===== src/inc/lcis_pkg.sv =====
// Package for the per-channel event flag block of the line interface.
// Assumes a 20 MHz register clock and AXI4-Lite software access.
package lcis_pkg;

  // ************************************************************
  // Channel layout
  // ************************************************************
  localparam int          NUM_CH     = 22;     // 21 line channels plus one
  localparam int          ADDR_W     = 11;
  localparam int          SLOT_LSB   = 6;      // Channels spaced by 40H
  localparam int          SLOT_W     = 5;
  localparam int          LAST_SLOT  = 20;     // Highest line channel slot
  localparam logic [4:0]  TOP_SLOT   = 5'h1F;  // Extra channel at top address
  localparam logic [4:0]  TOP_INDEX  = 5'h15;  // Array index of extra channel

  // ************************************************************
  // Register offsets inside a channel slot
  // ************************************************************
  localparam logic [5:0]  OFS_FLAGS  = 6'h20;
  localparam logic [5:0]  OFS_EDGE   = 6'h30;
  localparam logic [5:0]  OFS_MASK   = 6'h34;
  localparam logic [5:0]  OFS_STATE  = 6'h38;

  // ************************************************************
  // Field positions and write masks
  // ************************************************************
  localparam int          BIT_AMP    = 7;
  localparam int          BIT_TXJ    = 6;
  localparam int          BIT_RXJ    = 5;
  localparam int          BIT_OC     = 4;
  localparam int          BIT_CLK    = 3;
  localparam int          BIT_TXL    = 2;
  localparam int          BIT_SYS    = 1;
  localparam int          BIT_LINE   = 0;
  localparam logic [7:0]  EDGE_WMASK = 8'h1E;  // Only four select bits exist
  localparam logic [1:0]  RESP_OKAY  = 2'h0;
  localparam logic [1:0]  RESP_DEC   = 2'h3;

  // ************************************************************
  // Timing
  // ************************************************************
  localparam int          CLK_PERIOD_NS = 50;
  localparam int          CLK_GAP_NS    = 2000; // No clock edge this long = absent
  localparam int          CLK_GAP_CYC   = (CLK_GAP_NS + CLK_PERIOD_NS - 1) / CLK_PERIOD_NS;

  // ************************************************************
  // Types
  // ************************************************************
  typedef enum logic [1:0] {
    REG_FLAGS = 2'h0,
    REG_EDGE  = 2'h1,
    REG_MASK  = 2'h3,
    REG_STATE = 2'h2
  } lcis_reg_t;

  typedef struct packed {
    logic       hit;
    logic [4:0] ch;
    lcis_reg_t  sel;
  } lcis_dec_t;

  // Per-channel sources from the line logic, same clock
  typedef struct packed {
    logic amplitude_overflow;   // One-cycle event pulse
    logic tx_jitter_fifo_err;   // One-cycle event pulse
    logic rx_jitter_fifo_err;   // One-cycle event pulse
    logic overcurrent_state;    // Level
    logic tx_loss_state;        // Level
    logic system_loss_state;    // Level
    logic line_loss_state;      // Level
  } lcis_chan_in_t;

endpackage


===== src/rtl/lcis_event_flags.sv =====
// Per-channel sticky event flags with edge select, mask and one interrupt.
// Assumes an AXI4-Lite master and line logic on the same 20 MHz clock;
// the channel transmit clocks arrive asynchronously on pins.
//
// Notes on behaviour
// - Amplitude overflow sets flag bit 7
// - Transmit jitter FIFO error sets bit 6
// - Receive jitter FIFO error sets bit 5
// - Writing one clears that flag bit
// - Overcurrent bit 4: rise, or both edges
// - Clock absent bit 3: rise, or both edges
// - Transmit loss bit 2: rise, or both edges
// - System loss bit 1 uses shared select
// - Line loss bit 0 uses shared select
// - Select bit 1 governs both loss flags
// - Interrupt high while any unmasked flag set
// - Flags read/write, reset to zero
// - Four registers per channel, slots 40H apart
// - Clock absent state reads one while missing
//
// The implementer's own choice: register access over AXI4-Lite.
`timescale 1ns/1ps
module lcis_event_flags #(
  parameter int NCH     = lcis_pkg::NUM_CH,
  parameter int GAP_CYC = lcis_pkg::CLK_GAP_CYC
) (
  input  wire logic                          aclk,
  input  wire logic                          aresetn,
  input  wire logic [lcis_pkg::ADDR_W-1:0]   s_axi_awaddr,
  input  wire logic                          s_axi_awvalid,
  output logic                               s_axi_awready,
  input  wire logic [31:0]                   s_axi_wdata,
  input  wire logic [3:0]                    s_axi_wstrb,
  input  wire logic                          s_axi_wvalid,
  output logic                               s_axi_wready,
  output logic [1:0]                         s_axi_bresp,
  output logic                               s_axi_bvalid,
  input  wire logic                          s_axi_bready,
  input  wire logic [lcis_pkg::ADDR_W-1:0]   s_axi_araddr,
  input  wire logic                          s_axi_arvalid,
  output logic                               s_axi_arready,
  output logic [31:0]                        s_axi_rdata,
  output logic [1:0]                         s_axi_rresp,
  output logic                               s_axi_rvalid,
  input  wire logic                          s_axi_rready,
  input  wire lcis_pkg::lcis_chan_in_t [NCH-1:0] chan_in,
  input  wire logic [NCH-1:0]                channel_transmit_clock,
  output logic                               irq
);

  localparam int CW = $clog2(GAP_CYC + 1);

  // ************************************************************
  // State
  // ************************************************************
  typedef struct packed {
    logic [NCH-1:0][7:0]    flag;
    logic [NCH-1:0][7:0]    mask;
    logic [NCH-1:0][7:0]    esel;
    logic [NCH-1:0][4:0]    prev;
    logic [NCH-1:0]         ck_s1;
    logic [NCH-1:0]         ck_s2;
    logic [NCH-1:0]         ck_prev;
    logic [NCH-1:0][CW-1:0] gap;
    logic [NCH-1:0]         absent;
    logic [lcis_pkg::ADDR_W-1:0] awaddr;
    logic                   aw_got;
    logic [7:0]             wdata;
    logic                   wlane;
    logic                   w_got;
    logic                   awready;
    logic                   wready;
    logic                   bvalid;
    logic [1:0]             bresp;
    logic                   arready;
    logic                   rvalid;
    logic [31:0]            rdata;
    logic [1:0]             rresp;
    logic                   irq;
  } lcis_state_t;

  lcis_state_t         q;
  lcis_state_t         d;
  logic [NCH-1:0][7:0] clr_v;
  logic [NCH-1:0][7:0] set_v;
  logic                wr_fire;

  // ************************************************************
  // Helpers
  // ************************************************************
  // Address to channel and register; misaligned or gaps do not hit
  function automatic lcis_pkg::lcis_dec_t decode(input logic [lcis_pkg::ADDR_W-1:0] a);
    lcis_pkg::lcis_dec_t r;
    logic [4:0]          slot;
    logic [5:0]          ofs;
    r    = '0;
    slot = a[lcis_pkg::SLOT_LSB +: lcis_pkg::SLOT_W];
    ofs  = a[lcis_pkg::SLOT_LSB-1:0];
    r.ch = (slot == lcis_pkg::TOP_SLOT) ? lcis_pkg::TOP_INDEX : slot;
    r.hit = (int'(slot) <= lcis_pkg::LAST_SLOT) || (slot == lcis_pkg::TOP_SLOT);
    case (ofs)
      lcis_pkg::OFS_FLAGS: r.sel = lcis_pkg::REG_FLAGS;
      lcis_pkg::OFS_EDGE:  r.sel = lcis_pkg::REG_EDGE;
      lcis_pkg::OFS_MASK:  r.sel = lcis_pkg::REG_MASK;
      lcis_pkg::OFS_STATE: r.sel = lcis_pkg::REG_STATE;
      default:             r.hit = 1'b0;
    endcase
    return r;
  endfunction

  // Channel source levels in flag bit order 4..0
  function automatic logic [4:0] levels(input lcis_pkg::lcis_chan_in_t ci, input logic absent);
    return {ci.overcurrent_state, absent, ci.tx_loss_state,
            ci.system_loss_state, ci.line_loss_state};
  endfunction

  // ************************************************************
  // Next state
  // ************************************************************
  // Bus handshakes first, then per-channel flag update
  always_comb begin
    lcis_pkg::lcis_dec_t wd;
    lcis_pkg::lcis_dec_t rd;
    logic [4:0]          cur;
    logic [4:0]          sel;
    logic [4:0]          hit;
    logic                any;
    wd      = decode(q.awaddr);
    rd      = decode(s_axi_araddr);
    cur     = '0;
    sel     = '0;
    hit     = '0;
    any     = 1'b0;
    d       = q;
    clr_v   = '0;
    set_v   = '0;
    wr_fire = q.aw_got && q.w_got && !q.bvalid;

    // Address and data are taken independently, in either order
    if (s_axi_awvalid && q.awready) begin
      d.awaddr = s_axi_awaddr;
      d.aw_got = 1'b1;
    end
    if (s_axi_wvalid && q.wready) begin
      d.wdata = s_axi_wdata[7:0];
      d.wlane = s_axi_wstrb[0];
      d.w_got = 1'b1;
    end
    if (q.bvalid && s_axi_bready) begin
      d.bvalid = 1'b0;
    end

    // Register write once both halves are held
    if (wr_fire) begin
      d.aw_got = 1'b0;
      d.w_got  = 1'b0;
      d.bvalid = 1'b1;
      d.bresp  = wd.hit ? lcis_pkg::RESP_OKAY : lcis_pkg::RESP_DEC;
      if (wd.hit && q.wlane) begin
        case (wd.sel)
          lcis_pkg::REG_FLAGS: clr_v[wd.ch] = q.wdata;
          lcis_pkg::REG_EDGE:  d.esel[wd.ch] = q.wdata & lcis_pkg::EDGE_WMASK;
          lcis_pkg::REG_MASK:  d.mask[wd.ch] = q.wdata;
          default: ;                                     // State is read only
        endcase
      end
    end

    // Read answered one cycle after the address is taken
    if (q.rvalid && s_axi_rready) begin
      d.rvalid = 1'b0;
    end
    if (s_axi_arvalid && q.arready) begin
      d.rvalid = 1'b1;
      d.rresp  = rd.hit ? lcis_pkg::RESP_OKAY : lcis_pkg::RESP_DEC;
      d.rdata  = '0;
      if (rd.hit) begin
        case (rd.sel)
          lcis_pkg::REG_FLAGS: d.rdata[7:0] = q.flag[rd.ch];
          lcis_pkg::REG_EDGE:  d.rdata[7:0] = q.esel[rd.ch];
          lcis_pkg::REG_MASK:  d.rdata[7:0] = q.mask[rd.ch];
          default:             d.rdata[4:0] = levels(chan_in[rd.ch], q.absent[rd.ch]);
        endcase
      end
    end

    // Per channel: clock watch, edge capture, sticky flags
    for (int c = 0; c < NCH; c++) begin
      d.ck_s1[c]   = channel_transmit_clock[c];
      d.ck_s2[c]   = q.ck_s1[c];
      d.ck_prev[c] = q.ck_s2[c];
      // Any rising clock edge restarts the gap count
      if (q.ck_s2[c] && !q.ck_prev[c]) begin
        d.gap[c]    = '0;
        d.absent[c] = 1'b0;
      end else if (q.gap[c] == CW'(GAP_CYC - 1)) begin
        d.absent[c] = 1'b1;
      end else begin
        d.gap[c] = q.gap[c] + 1'b1;
      end

      // Both loss flags share select bit 1
      cur = levels(chan_in[c], q.absent[c]);
      sel = {q.esel[c][lcis_pkg::BIT_OC], q.esel[c][lcis_pkg::BIT_CLK],
             q.esel[c][lcis_pkg::BIT_TXL], q.esel[c][lcis_pkg::BIT_SYS],
             q.esel[c][lcis_pkg::BIT_SYS]};
      hit = (cur & ~q.prev[c]) | (sel & ~cur & q.prev[c]);
      d.prev[c] = cur;
      set_v[c] = {chan_in[c].amplitude_overflow,
                  chan_in[c].tx_jitter_fifo_err,
                  chan_in[c].rx_jitter_fifo_err,
                  hit};
      // Set wins over a clear in the same cycle
      d.flag[c] = (q.flag[c] & ~clr_v[c]) | set_v[c];
      any = any | (|(d.flag[c] & ~d.mask[c]));
    end

    d.irq     = any;
    d.awready = !d.aw_got;
    d.wready  = !d.w_got;
    d.arready = !d.rvalid;
  end

  // ************************************************************
  // Registers
  // ************************************************************
  // Everything clears on reset, so flags start at zero
  always_ff @(posedge aclk) begin
    if (!aresetn) begin
      q <= '0;
    end else begin
      q <= d;
    end
  end

  // Outputs straight from flops
  assign s_axi_awready = q.awready;
  assign s_axi_wready  = q.wready;
  assign s_axi_bvalid  = q.bvalid;
  assign s_axi_bresp   = q.bresp;
  assign s_axi_arready = q.arready;
  assign s_axi_rvalid  = q.rvalid;
  assign s_axi_rdata   = q.rdata;
  assign s_axi_rresp   = q.rresp;
  assign irq           = q.irq;

  // ************************************************************
  // Checks
  // ************************************************************
  localparam logic [lcis_pkg::ADDR_W-1:0] TOP_FLAGS_ADDR = {lcis_pkg::TOP_SLOT,
                                                            lcis_pkg::OFS_FLAGS};
endmodule


===== config.mk =====
export PLATFORM = sky130hd
export DESIGN_NAME = lcis_event_flags
export DESIGN_NICKNAME = d
export VERILOG_FILES = /design/src/inc/lcis_pkg.sv /design/src/rtl/lcis_event_flags.sv
export SDC_FILE = /design/constraint.sdc
export NUM_CORES = 2
export LEC_CHECK = 0
export ABC_AREA = 1
export BUFFER_PORTS_ARGS = -buffer_cell sky130_fd_sc_hd__buf_2
export CAP_MARGIN = 5
export CORE_UTILIZATION = 30
export CTS_BUF_LIST = sky130_fd_sc_hd__clkbuf_8
export DETAILED_ROUTE_END_ITERATION = 10
export PLACE_DENSITY_LB_ADDON = 0.08
export SETUP_SLACK_MARGIN = 0.15
export SYNTH_ARGS = -nofsm -noshare
export SYNTH_HDL_FRONTEND = slang
export SYNTH_SLANG_ARGS = --single-unit

===== constraint.sdc =====
create_clock -name aclk -period 2.3 [get_ports aclk]
set_clock_uncertainty 0.2 [all_clocks]
set_input_delay 0.46 -clock aclk [delete_from_list [all_inputs] [get_ports aclk]]
set_output_delay 0.46 -clock aclk [all_outputs]
set_load 0.05 [all_outputs]

==> results by group <==
Yosys
  – Mapped Area: 40900 um^2
  – Yosys warning count: 0
  – Sequential element share of the synthesized area: 43.9%
  – Syn avg cell area: 6.89 um^2
  – Seq cells post-synth: 896
  – Top cells by area, synth: dfxtp_1 (44%), nand2_1 (11%), a21oi_1 (9.2%)
  – Synth Flop Type: dfxtp_1
  – Post-Synthesis Cells: 5928
  – Cell taking the most area after synthesis: dfxtp_1
  – Post-synth EDFFs: 0
  – Asr flop ratio synth: 0%
  – Yosys cell types: 50
  – Share of the synthesized area in the top cell type: 43.9%

Setup path
  – Reg-to-Reg Start: q[62]$_SDFFE_PN0P_
  – Setup crit end kind: flip-flop
  – CP Launch Type: flip-flop
  – Crit-path max FO: 21
  – WP buf/inv: 7
  – CP Cell Sequence: inv_4 > nand3_1 > nand3_2 > buf_4 > nand4_1 > buf_6 > buf_6 > buf_12 > buf_16 > nor2_1 > a21oi_1 > nand2_1 > nand2_1 > nor2_2 > nand2_2 > nor2_2 > nand2_1 > nor2_2 > nand3_1 > nand2_1 > inv_1
  – CP most frequent cell: nand2_1
  – Worst path top cell family by delay: simple AND/OR/NAND/NOR gates
  – Slowest CP cell: dfxtp_4
  – RR Endpoint: irq$_SDFF_PN0_
  – Required @ worst endpoint: 2.91 ns
  – Flop2flop setup slack: -0.78 ns
  – Largest stage delay, worst path: 0.37 ns
  – Setup CP Type: flip-flop to flip-flop
  – FF-to-FF path depth: 21
  – CP arrival: 3.69 ns

STA
  – Final max-slew violation count: 0
  – Unrepaired setup endpoints after global routing: yes
  – WHS: 0.118 ns
  – Finish-stage setup viols: 179
  – Least-Margin Pin Slew: 0.792 ns
  – Final Cycle Share: 134%
  – F_max: 325 MHz
  – Final count of hold timing violations: 0
  – Rel. slew slack: 46.6%
  – Setup ws final: -0.780 ns
  – Final min period: 3.08 ns

Cells and area
  – Fill cells: 13947
  – Most frequent cells in the layout: nand2_1 (1109), dfxtp_1 (877), nor2_1 (859)
  – Area growth from synthesis to layout: 46.6%
  – Nets@finish: 7611
  – Share of cells above drive strength 1: 23.8%
  – Fin area: 59900 um^2
  – Most common cell after layout, fill and taps aside: nand2_1

Clock tree
  – Clock latency on the worst-skew pair: 0.94 ns
  – H-tree depth: 4
  – CTS tree: yes
  – Clock root cell: clkbuf_8
  – Sink Count: 896
  – Deepest clock path buffer count: 3
  – Clk slew on worst S/H paths: 0.06 ns
  – TritonCTS Buffers: 172

Worst hold path
  – Worst hold path depth: 4
  – Hold WC Path Type: input pin to flip-flop
  – Worst hold endpoint: q[336]$_SDFF_PN0_
  – Worst hold start: chan_in[72]

Pwr
  – Power consumption: 38.1 mW
  – Power Density: 635 nW/um^2
  – Leakage power: 26.6 nW
  – Worst vdd rail ir drop: 0.477 mV

Floorplan
  – Core area: 135000 um^2
  – I/O pin total: 283
  – Starting Density: 30.2%
  – Die Wd: 371 um
  – Die area: 138000 um^2
  – Die height: 371 um
  – Row Count: 135

Global routing
  – Gr usage total: 27.3%
  – Initial antenna violation count: 5
  – Global-route wire length before repair: 278000 um
  – Grt ovf: 0
  – Largest net degree at the start of global routing: 71
  – Vias in the first global route: 42093

Placement
  – GP Congestion: 0.949
  – Dpl hpwl: 144000 um
  – Placed Area: 51300 um^2
  – IO Port Bufs: 231

Route
  – Pre-antenna DRT Iters: 6
  – Vias per std cell: 4.88
  – # DRC: 0
  – WL per Instance: 20.8 um
  – Drt initial violations: 3764
  – Antenna viol nets, final: 0
  – Routed wire length: 193000 um
  – Vias: 45242

Run status
  – Violated checks: negative setup slack
  – Status: finished with violations

Flow run
  – Max-capacitance violation count: 0
-- per-layer routing --
layer,up-vias,track usage [%],part of all wire (%)
li1,22135,-,-
met1,21229,37.8,46
met2,1553,42.1,44
met3,323,4.29,6.4
met4,2,10.8,4.1
met5,-,0,0.0067
-- cell families after synthesis --
family / count (synthesis) / share of synthesized area (%)
adders and majority gates: 22 / 0.674
AOI/OAI and AO/OA: 1492 / 19.8
xor gates and xnor gates: 86 / 1.84
other: 1 / 0.00918
muxes: 23 / 0.563
DFF: 896 / 43.9
buffers and inverters: 954 / 9.15
and+or+nand+nor: 2454 / 24.0
-- worst max-delay path by stage --
stage	startpoint	end	slack (ns)	cells past startpoint
floorplan	q[61]$_SDFFE_PN0P_	irq$_SDFF_PN0_	-0.12	19
global placement	q[61]$_SDFFE_PN0P_	irq$_SDFF_PN0_	-1.09	20
detailed placement	q[61]$_SDFFE_PN0P_	irq$_SDFF_PN0_	-1.07	20
CTS	q[54]$_SDFFE_PN0P_	irq$_SDFF_PN0_	-0.74	22
global route	q[56]$_SDFFE_PN0P_	irq$_SDFF_PN0_	-0.90	23
finish	q[62]$_SDFFE_PN0P_	irq$_SDFF_PN0_	-0.78	21
-- Yosys cell counts, drive strengths merged (2+ instances only) --
cell type / n
a211oi: 41
a21o: 24
a21oi: 749
a221oi: 2
a22oi: 14
a31oi: 6
a32o: 2
a32oi: 2
and3: 5
buf: 70
clkbuf: 254
clkinv: 4
dfxtp: 896
ha: 22
inv: 626
mux2i: 23
nand2: 1166
nand3: 208
nand4: 8
nor2: 922
nor3: 105
nor4: 19
o2111ai: 6
o211ai: 50
o21a: 10
o21ai: 513
o221ai: 13
o22ai: 8
o311ai: 20
o31ai: 28
or2: 20
xnor2: 22
xor2: 64
-- report_power, final --
group	internal, mW	switching (mW)
combinational	2.27	3.17
sequential	16.0	0.311
clock	8.84	7.47
total	27.1	11.0
-- per-stage QoR --
step                setup slack, ns  std cells  setup TNS [ns]  utilization [%]
CTS                          -0.741       9236          -14.82             43.6
global placement              -1.09       8582          -40.92             37.9
floorplan                    -0.116       5951          -0.116                -
finish                       -0.780       9267          -21.13             44.3
global route                 -0.895       9266          -41.85             44.3
detailed placement            -1.07       8582          -41.68             37.9
-- cell type report --
type	count	area [um^2]	share of cell area, %
repair buffers	1547	13400	22.4
diodes	3	7.51	0.0125
multi-input cells	4101	20300	33.9
well taps	1781	2230	3.72
inverters	630	2430	4.06
clock buffers	225	3100	5.17
flip-flops and latches	896	18000	30.0
clock inverters	84	423	0.706
-- worst min-delay path, delay by kind of cell --
family	cells	cell delay (ns)
buf+inv	3	0.68
simple gates	1	0.05
-- registers in the layout (all words and copies together), names as in the netlist, named ones only --
register       cells
q                726
d                 66
s_axi_rdata        8
irq                1
s_axi_arready      1
s_axi_awready      1
s_axi_bresp        1
s_axi_bvalid       1
s_axi_rresp        1
s_axi_rvalid       1
s_axi_wready       1
-- repair_timing --
item | 4_1_cts | 5_1_grt
resized for setup | 286 | 186
pin swaps | 32 | 51
buffers inserted | 29 | 24
cloned | 3 | 4
endpoints found under the setup margin | 441 | 551
endpoints found under the hold margin | 442 | 0
hold buffers | 313 | 0
Note: power is estimated with default switching activity, not from simulation.
